## src/hw/sfprs_defines.svh

```systemverilog
// Purpose: Constants for the flash pin role selector
// Assumes: Core clock 250 MHz
// Notes:   Times in ns, cycle counts derived from them
`ifndef SFPRS_DEFINES_SVH
`define SFPRS_DEFINES_SVH
`define SFPRS_CLK_PERIOD_NS   4
`define SFPRS_RESET_PULSE_NS  200
`define SFPRS_RESET_PULSE_CYC ((`SFPRS_RESET_PULSE_NS + `SFPRS_CLK_PERIOD_NS - 1) / `SFPRS_CLK_PERIOD_NS)
`define SFPRS_CNT_W           8
`define SFPRS_QUAD_BIT        1
`define SFPRS_RST_EN_BIT      5
`define SFPRS_WR_DISABLE_BIT  7
`endif

```

## src/hw/sfprs_pkg.sv

```systemverilog
// Purpose: Types for the flash pin role selector
// Assumes: Nothing
// Notes:   Width classes and role encodings
package sfprs_pkg;
    typedef enum logic [1:0] {
        SFPRS_W_SINGLE = 2'b00,
        SFPRS_W_DUAL   = 2'b01,
        SFPRS_W_QUAD   = 2'b10
    } sfprs_width_t;

    typedef struct packed {
        logic [3:0] in;
        logic [3:0] out;
        logic [3:0] oe;
    } sfprs_lanes_t;

    typedef struct packed {
        logic lane0_bidir;
        logic lane1_bidir;
        logic lane2_data;
        logic lane2_wp;
        logic lane3_data;
        logic lane3_reset;
    } sfprs_roles_t;
endpackage

```

## src/hw/sfprs_top.sv

```systemverilog
// Purpose: Role selection for the shared pins of a multi-I/O serial flash
// Assumes: Pins and link clock asynchronous; config bits from core logic
// Notes:   Pin outputs registered; width class latched per command at select
`timescale 1ns/1ps
`default_nettype none
`include "sfprs_defines.svh"
module sfprs_top (
    input  wire logic                  clk_in,
    input  wire logic                  rstn_in,
    input  wire logic                  sck_in,
    input  wire logic                  csn_in,
    input  wire logic [3:0]            pin_data_in,
    input  wire logic [7:0]            config_one_volatile_in,
    input  wire logic [7:0]            config_two_volatile_in,
    input  wire logic [7:0]            status_one_nonvolatile_in,
    input  wire sfprs_pkg::sfprs_width_t cmd_width_in,
    input  wire logic                  register_write_command_in,
    input  wire logic                  any_register_write_command_in,
    input  wire logic                  any_write_targets_sr1_cr1_in,
    input  wire logic [3:0]            core_out_data_in,
    input  wire logic [3:0]            core_out_en_in,
    output logic      [3:0]            pin_data_out,
    output logic      [3:0]            pin_oe_out,
    output logic      [3:0]            core_lane_data_out,
    output logic                       sck_rise_out,
    output logic                       sck_fall_out,
    output logic                       write_protect_low_out,
    output logic                       register_write_block_out,
    output logic                       hw_reset_out,
    output var sfprs_pkg::sfprs_roles_t roles_out
);
    logic       sck_s;
    logic       csn_s;
    logic [3:0] pin_s;
    logic       sck_d;
    logic       csn_d;
    logic       quad;
    logic       rst_en;
    logic       wr_dis;
    sfprs_pkg::sfprs_roles_t     next_roles;
    sfprs_pkg::sfprs_width_t     width_lat;
    logic [`SFPRS_CNT_W-1:0]     rst_cnt;
    logic                        rst_cond;
    logic [3:0]                  next_oe;

    // Async pins pass two flops; clock idles low, CS high, data pulled up
    sfprs_sync #(.W(6), .RST_VAL(6'h1F)) u_sync (
        .clk_in  (clk_in),
        .rstn_in (rstn_in),
        .d_in    ({sck_in, csn_in, pin_data_in}),
        .q_out   ({sck_s, csn_s, pin_s})
    );

    assign quad   = config_one_volatile_in[`SFPRS_QUAD_BIT];
    assign rst_en = config_two_volatile_in[`SFPRS_RST_EN_BIT];
    assign wr_dis = status_one_nonvolatile_in[`SFPRS_WR_DISABLE_BIT];

    always_ff @(posedge clk_in or negedge rstn_in) begin
        if (!rstn_in) begin
            sck_d <= 1'b0;
            csn_d <= 1'b1;
        end else begin
            sck_d <= sck_s;
            csn_d <= csn_s;
        end
    end

    always_ff @(posedge clk_in or negedge rstn_in) begin
        if (!rstn_in) begin
            sck_rise_out <= 1'b0;
            sck_fall_out <= 1'b0;
        end else begin
            sck_rise_out <= !csn_s && sck_s && !sck_d;
            sck_fall_out <= !csn_s && !sck_s && sck_d;
        end
    end

    // Width latched at select fall, so a mid-command change waits for the next one
    always_ff @(posedge clk_in or negedge rstn_in) begin
        if (!rstn_in) begin
            width_lat <= sfprs_pkg::SFPRS_W_SINGLE;
        end else if (csn_d && !csn_s) begin
            width_lat <= cmd_width_in;
        end
    end

    always_comb begin
        next_roles             = '0;
        next_roles.lane0_bidir = (width_lat != sfprs_pkg::SFPRS_W_SINGLE);
        next_roles.lane1_bidir = (width_lat != sfprs_pkg::SFPRS_W_SINGLE);
        next_roles.lane2_data  = quad;
        next_roles.lane2_wp    = !quad && wr_dis;
        next_roles.lane3_data  = quad && !csn_s;
        next_roles.lane3_reset = rst_en && (!quad || csn_s);
    end

    always_ff @(posedge clk_in or negedge rstn_in) begin
        if (!rstn_in) begin
            roles_out <= '0;
        end else begin
            roles_out <= next_roles;
        end
    end

    always_comb begin
        next_oe = 4'h0;
        if (!csn_s) begin
            next_oe[0] = next_roles.lane0_bidir && core_out_en_in[0];
            next_oe[1] = core_out_en_in[1];
            next_oe[2] = next_roles.lane2_data && core_out_en_in[2];
            next_oe[3] = next_roles.lane3_data && core_out_en_in[3];
        end
    end

    always_ff @(posedge clk_in or negedge rstn_in) begin
        if (!rstn_in) begin
            pin_oe_out   <= 4'h0;
            pin_data_out <= 4'h0;
        end else begin
            pin_oe_out   <= next_oe;
            pin_data_out <= core_out_data_in;
        end
    end

    always_ff @(posedge clk_in or negedge rstn_in) begin
        if (!rstn_in) begin
            core_lane_data_out <= 4'h0;
        end else begin
            core_lane_data_out[0] <= pin_s[0];
            core_lane_data_out[1] <= next_roles.lane1_bidir ? pin_s[1] : 1'b0;
            core_lane_data_out[2] <= next_roles.lane2_data ? pin_s[2] : 1'b0;
            core_lane_data_out[3] <= next_roles.lane3_data ? pin_s[3] : 1'b0;
        end
    end

    // Host keeps the level firm during writes, so a single sample suffices
    always_ff @(posedge clk_in or negedge rstn_in) begin
        if (!rstn_in) begin
            write_protect_low_out    <= 1'b0;
            register_write_block_out <= 1'b0;
        end else begin
            write_protect_low_out    <= next_roles.lane2_wp && !pin_s[2];
            register_write_block_out <= next_roles.lane2_wp && !pin_s[2]
                && (register_write_command_in
                    || (any_register_write_command_in && any_write_targets_sr1_cr1_in));
        end
    end

    // Any select activity or high level restarts the pulse count
    assign rst_cond = next_roles.lane3_reset && csn_s && !pin_s[3];

    always_ff @(posedge clk_in or negedge rstn_in) begin
        if (!rstn_in) begin
            rst_cnt      <= '0;
            hw_reset_out <= 1'b0;
        end else if (!rst_cond) begin
            rst_cnt      <= '0;
            hw_reset_out <= 1'b0;
        end else if (rst_cnt < `SFPRS_CNT_W'(`SFPRS_RESET_PULSE_CYC)) begin
            rst_cnt      <= rst_cnt + `SFPRS_CNT_W'(1);
            hw_reset_out <= 1'b0;
        end else begin
            hw_reset_out <= 1'b1;
        end
    end
endmodule
`default_nettype wire

```

## src/hw/sfprs_sync.sv

```systemverilog
// Purpose: Two-flop synchroniser for pins
// Assumes: Asynchronous active-low reset
// Notes:   First flop feeds only the second
`timescale 1ns/1ps
`default_nettype none
module sfprs_sync #(
    parameter int        W        = 1,
    parameter logic [W-1:0] RST_VAL = '0
) (
    input  wire logic         clk_in,
    input  wire logic         rstn_in,
    input  wire logic [W-1:0] d_in,
    output logic      [W-1:0] q_out
);
    logic [W-1:0] meta;

    always_ff @(posedge clk_in or negedge rstn_in) begin
        if (!rstn_in) begin
            meta  <= RST_VAL;
            q_out <= RST_VAL;
        end else begin
            meta  <= d_in;
            q_out <= meta;
        end
    end
endmodule
`default_nettype wire

```

## config.mk

```make
export PLATFORM = sky130hd
export DESIGN_NAME = sfprs_top
export DESIGN_NICKNAME = d
export VERILOG_FILES = /design/src/hw/sfprs_pkg.sv /design/src/hw/sfprs_top.sv /design/src/hw/sfprs_sync.sv
export VERILOG_INCLUDE_DIRS = /design/src /design/src/hw
export SDC_FILE = /design/constraint.sdc
export NUM_CORES = 1
export LEC_CHECK = 0
export BUFFER_PORTS_ARGS = -buffer_cell sky130_fd_sc_hd__buf_2
export CAP_MARGIN = 20
export CORE_ASPECT_RATIO = 0.5
export CORE_UTILIZATION = 29
export DETAILED_ROUTE_END_ITERATION = 10
export GPL_ROUTABILITY_DRIVEN = 0
export GPL_TIMING_DRIVEN = 0
export PLACE_DENSITY_LB_ADDON = 0.2
export SYNTH_ARGS = -nofsm -noshare
export SYNTH_HDL_FRONTEND = slang
export SYNTH_SLANG_ARGS = --single-unit
export TNS_END_PERCENT = 20
```

## constraint.sdc

```tcl
create_clock -name clk_in -period 1.3 [get_ports clk_in]
set_input_delay 0.13 -clock clk_in [delete_from_list [all_inputs] [get_ports clk_in]]
set_output_delay 0.13 -clock clk_in [all_outputs]
set_load 0.03 [all_outputs]
```

==> metrics, run 1 <==
TritonCTS Sinks=46; setup_tns=-0.05150 ns; Power, Total=2.635 mW; Avg Vias per Cell=just over 4; Synth Area in XOR/XNOR=0%; Die Wd=between 100 and 150 um; CP peak stage delay=0.46 ns; CTS tree=built; Leak=about 1.1 nW; Detailed Routing Iterations Pass 1=6; Slew Viols, Final=0; vias=1018; Rows=18; fin cells=approximately 250; Seq/Total Area, Yosys=77.20%; syn_area_per_cell=between 15 and 20 um2; clock share of power=a little under a third; share of layout cells above drive strength 1=49.43%; vias in the first global route=975; violated checks=negative setup slack; Antenna Cells=0; type of origin of the critical path=flip-flop; Mapped Area=around 1500 um2; Syn Inst Count=between 90 and 100; Starting Density=between 30 and 40%; ANT nets after route=0; top achievable clock speed=0.7543 GHz; Setup crit end kind=flip-flop; leading area contributor after synthesis=dfrtp_1; worst-path cell chain=or2_4 > or4_1 > o21ai_1; crit path time final=1.326 ns; Worst path slowest cell=or4_1; mux contribution to synthesized area=1.493%; Syn-to-layout area delta=43.86%; Gate power share=11.0%; Synth cell types=31; register share of total power=58.2%; die footprint=5513 um2; DRC violations left=0; power per cell area=~1200 nW/um2; Cell Int Power=2.016 mW; largest family of logic cells by synthesized area=simple AND/OR/NAND/NOR gates; simple-gate share of the synthesized area=13.18%; GRT overflow=0; routed len/inst=11.22 um; PortBufs=46; arrival time worst endpoint=1.54 ns; Compound-Gate Fraction of Synth Area=6.799%; worst-margin pin slew=0.2610 ns; clk_lat worst skew=0.29 ns; Synth Flop Type=dfrtp_1; First DRT Iteration DRCs=28; top cell type's share of synthesized area=between 50% and 60%; #FFs+latches synth=46; Clock Pin Slew Worst Setup and Hold Paths=0.09 ns; CTS Buffer Depth=2; Total GRT Usage=10.62%; maximum vdd drop=0.4501 mV; run status=finished with violations; asr flop ratio synth=100.0%; nets=221; period utilisation layout=102.0%; Syn Nets=142; I/O pin cnt=68; Synth Area in Adders=0.8292%; Slew HR=around 82%; Final Skew=0.01179 ns; HPWL after DPL=1658 um; max cap viols=0; Yosys warnings=0; # setup viols final=3; kind of critical path=flip-flop to flip-flop; dpl cells=212; H-tree depth=2; CTS Root Cell=clkbuf_8; switching pwr=0.6193 mW; Inserted Clock Buffers=5; Post-Route WL=2760 um; RSZ-0062 raised after global routing=true; Worst Hold Class=input port to flip-flop; Hold Violations, Final=0; final worst setup slack=-0.02580 ns; worst path required time=1.51 ns; largest net degree at the start of global routing=between 40 and 50; number of flops mapped to enable cells by yosys=0; initial antenna violation count=0; worst-path fanout max=5; first-pass GRT wire length=4367 um; core area=4955 um2; Die Span Y=about 53 um; switch share=23.50%; Synth area leaders=dfrtp_1, dfstp_2, and2_1, nor2b_1, and2b_1
==> cell families after synthesis <==
| family | Yosys count |
|---|---|
| and+or+nand+nor | 32 |
| muxes | 2 |
| buffers and inverters | 1 |
| DFF | 46 |
| adders and majority gates | 1 |
| AOI/OAI and AO/OA | 14 |
==> synth_stat cells, types with 2 or more instances <==
cell / n
nor2_1: 4
dfrtp_1: 35
a21oi_1: 2
nor3b_1: 2
and2b_1: 3
nand3_1: 2
and3b_1: 2
dfstp_2: 11
nor2b_1: 4
and2_1: 7
o211ai_1: 2
mux2_2: 2
nand2_1: 2
==> critical path: cells and delay by family, from the launching register on <==
kind | cells | cell delay (ns)
flip-flops | 1 | 0.43
AO/OA/AOI/OAI | 1 | 0.09
AND/OR/NAND/NOR | 2 | 0.74
==> power groups by stage <==
stage          Clock [mW]  Combinational (mW)  Sequential, mW
6_report            0.811               0.290            1.53
3_5_place_dp            0               0.250            1.57
5_1_grt             0.933               0.316            1.54
2_1_floorplan           0              0.0597            1.64
4_1_cts             0.868               0.286            1.54
3_3_place_gp            0               0.247            1.56
==> registers in the layout, indices dropped and copies added (netlist names), 2 cells and up <==
signal              count
pin_oe_out              4
pin_data_out            4
width_lat               2
u_sync.meta             6
rst_cnt                 8
roles_out               5
u_sync.q_out            6
core_lane_data_out      4
==> final timing paths <==
check                                            to              start  slack (ns)  cells past startpoint
setup / recovery                         rst_cnt[0]         rst_cnt[6]       -0.03                      3
hold / removal                        pin_oe_out[3]  core_out_en_in[3]        0.04                      2
setup reg to reg                         rst_cnt[0]         rst_cnt[6]       -0.03                      3
hold reg to reg                     u_sync.q_out[0]     u_sync.meta[0]        0.36                      0
max in group asynchronous            u_sync.meta[3]            rstn_in        0.50                      3
min in group asynchronous  register_write_block_out            rstn_in        0.25                      2
==> layout make-up <==
class / count / area [um2]
multi-input cells: 49 / 357.8
repair buffers: 72 / 467.9
flip-flops and latches: 46 / 1166
clock inverters: 1 / 7.507
plain buffers: 1 / 7.507
clock buffers: 7 / 76.32
fillers: 489 / 2784
well taps: 70 / 87.58
==> stage by stage <==
step | worst slack [ns] | utilization (%) | area, um2 | hold WS [ns]
global route | -0.07134 | 43.81 | 2171 | 0.02034
finish | -0.02580 | 43.81 | 2171 | 0.03966
detailed placement | -0.1216 | 37.05 | 1836 | 0.2369
global placement | -0.1117 | 37.05 | 1836 | 0.2360
floorplan | -0.01380 | - | 1518 | -0.1656
CTS | -0.009021 | 42.65 | 2113 | 0.02886
==> layout by cell type (no fill, tap or decap), drive strengths merged, types with 2 or more instances in the layout <==
| cell type | instances |
|---|---|
| dfrtp | 35 |
| and2b | 3 |
| o21ai | 2 |
| and3b | 2 |
| nor2 | 4 |
| o211ai | 2 |
| nor3b | 2 |
| a21oi | 2 |
| dlygate4sd3 | 12 |
| buf | 61 |
| nand2 | 2 |
| or2 | 2 |
| dfstp | 11 |
| and2 | 7 |
| mux2 | 2 |
| nor2b | 4 |
| clkbuf | 7 |
| nand3 | 2 |
==> what timing repair did <==
item	CTS	global route
hold endpoints to repair	11	11
pin swaps	2	2
hold buffers	11	1
cloned	0	0
buffers inserted	10	3
setup endpoints to repair	2	6
gates resized for setup	4	2
==> per-layer routing <==
metal	wire [um]	up-vias	GRT usage [%]
met2	1353	29	17.44
met3	139	2	4.803
met5	0	-	0
met4	19	0	4.048
met1	1247	497	12.46
li1	-	490	-
Power figures use the tool's default switching activity.
==> inputs of run 2 (changes only) <==
- CORE_UTILIZATION: 29 -> 41
==> metrics, run 2 (synthesized netlist as in run 1, its figures left out) <==
Clock Pin Slew Worst Setup and Hold Paths=0.09 ns (about the same); largest register by flop count=rst_cnt (unchanged); core area=3472 um2 (was 4955 um2); run status=finished with violations (unchanged); share of layout cells above drive strength 1=49.12% (was 49.43%); Final Util=61.08% (was 43.81%); max cap viols=0 (unchanged); Final Skew=0.007125 ns (was 0.01179 ns); Detailed Routing Iterations Pass 1=4 (was 6); initial antenna violation count=0 (unchanged); worst-path cell chain=a211o_1 > or3_4 > a21oi_2 (was or2_4 > or4_1 > o21ai_1); PortBufs=46 (unchanged); Post-Route WL=2662 um (was 2760 um); Die Span Y=44.90 um (was 53.01 um); routed len/inst=11.99 um (was 11.22 um); hold_ws=-0.03657 ns (was 0.03966 ns); CP peak stage delay=0.45 ns (was 0.46 ns); violated checks=negative hold slack, negative setup slack (was negative setup slack); ANT nets after route=0 (unchanged); Avg Vias per Cell=4.541 (was 4.138); vias=1008 (was 1018); arrival time worst endpoint=1.60 ns (was 1.54 ns); top achievable clock speed=0.7302 GHz (was 0.7543 GHz); DRC violations left=0 (unchanged); Syn-to-layout area delta=40.55% (was 43.86%); nets=216 (was 221); Slew HR=37.27% (was 82.38%); commonest cells after routing, fill and taps aside=buf_2, dfrtp_1, buf_4, dfstp_2, dlygate4sd3_1 (was buf_2, dfrtp_1, buf_4, dlygate4sd3_1, dfstp_2); First DRT Iteration DRCs=27 (was 28); setup_tns=-0.1470 ns (was -0.05150 ns); GRT overflow=0 (unchanged); leading cell type in the layout, fill and taps excluded=buf_2 (unchanged); RSZ-0062 raised after global routing=true (unchanged); CTS Root Cell=clkbuf_8 (unchanged); biggest regs=rst_cnt (8), u_sync.meta (6), u_sync.q_out (6) (unchanged); Die Wd=87.80 um (was 104.0 um); Setup crit end kind=flip-flop (unchanged); worst path required time=1.53 ns (was 1.51 ns); maximum vdd drop=0.4609 mV (was 0.4501 mV); vias in the first global route=915 (was 975); clk_lat worst skew=0.30 ns (was 0.29 ns); Hold Violations, Final=35 (was 0); type of origin of the critical path=flip-flop (unchanged); Antenna Cells=0 (unchanged); Power, Total=2.873 mW (was 2.635 mW); Worst Hold Class=input port to async pin (was input port to flip-flop); largest net degree at the start of global routing=47 (unchanged); Worst path slowest cell=dfrtp_2 (was or4_1); power per cell area=1355 nW/um2 (was 1214 nW/um2); CTS Buffer Depth=2 (unchanged); Leak=1.064 nW (was 1.071 nW); final worst setup slack=-0.06948 ns (was -0.02580 ns); worst-path fanout max=6 (was 5); Slew Viols, Final=0 (unchanged); first-pass GRT wire length=3877 um (was 4367 um); Starting Density=43.46% (was 30.45%); I/O pin cnt=68 (unchanged); die footprint=3942 um2 (was 5513 um2); Inserted Clock Buffers=5 (unchanged); TritonCTS Sinks=46 (unchanged); H-tree depth=2 (unchanged); Fillers=271 (was 489); period utilisation layout=105.3% (was 102.0%); CTS tree=built (unchanged); max reg flops=8 (unchanged); # setup viols final=3 (unchanged); worst-margin pin slew=0.9410 ns (was 0.2610 ns); Rows=15 (was 18); crit path time final=1.369 ns (was 1.326 ns); HPWL after DPL=1579 um (was 1658 um); kind of critical path=flip-flop to flip-flop (unchanged); Total GRT Usage=13.81% (was 10.62%)
-- run 2: timing repair --
item                                    4_1_cts  5_1_grt
hold buffers                                 11        0
resized for setup                             1        3
setup buffers                                 6        4
endpoints found under the hold margin        11        0
pin swaps                                     1        2
endpoints found under the setup margin        2        5
-- run 2: stage by stage --
stage | setup WS (ns) | instances | cell area [um2]
finish | -0.06948 | 222 | 2121
global route | -0.1197 | 222 | 2121
CTS | -0.03964 | 218 | 2081
detailed placement | -0.1383 | 193 | 1812
global placement | -0.1134 | 193 | 1812
floorplan | -0.01380 | 96 | 1518
-- run 2: routing by layer --
| metal | global-route usage (%) | vias up | wire, um |
|---|---|---|---|
| met4 | 8.852 | 0 | 36 |
| met2 | 22.02 | 48 | 1273 |
| met3 | 5.119 | 5 | 209 |
| li1 | - | 479 | - |
| met5 | 0 | - | 0 |
| met1 | 16.28 | 476 | 1143 |
-- run 2: path summary, 6_finish.rpt --
| kind | end | depth (start not counted) | slack, ns | start |
|---|---|---|---|---|
| max in group asynchronous | rst_cnt[4] | 1 | 0.69 | rstn_in |
| hold / removal | write_protect_low_out | 1 | -0.04 | rstn_in |
| hold reg to reg | u_sync.q_out[5] | 0 | 0.35 | u_sync.meta[5] |
| setup / recovery | rst_cnt[3] | 3 | -0.07 | rst_cnt[4] |
| setup reg to reg | rst_cnt[3] | 3 | -0.07 | rst_cnt[4] |
| min in group clk_in | pin_oe_out[2] | 2 | 0.03 | core_out_en_in[2] |
-- run 2: final cells by class --
type	count	area, um2	area share, %
buffer	1	7.507	0.3540
clock buffer	5	68.82	3.245
clock inverter	3	43.79	2.065
multi-input combinational	49	355.3	16.76
sequential	46	1166	54.99
tap	51	63.81	3.009
timing repair buffer	67	415.4	19.59
-- run 2: worst max-delay path: cells and delay by family (launching register included) --
kind | cells | cell delay [ns]
flip-flops | 1 | 0.45
AO/OA/AOI/OAI | 2 | 0.48
AND/OR/NAND/NOR | 1 | 0.38
-- run 2: power by group --
| group | total (mW) | internal (mW) | leakage (nW) | switching, mW |
|---|---|---|---|---|
| registers | 1.53 | 1.51 | 0.562 | 0.0227 |
| clock network | 1.06 | 0.576 | 0.0585 | 0.484 |
| logic | 0.279 | 0.115 | 0.443 | 0.163 |
| total | 2.87 | 2.20 | 1.06 | 0.670 |
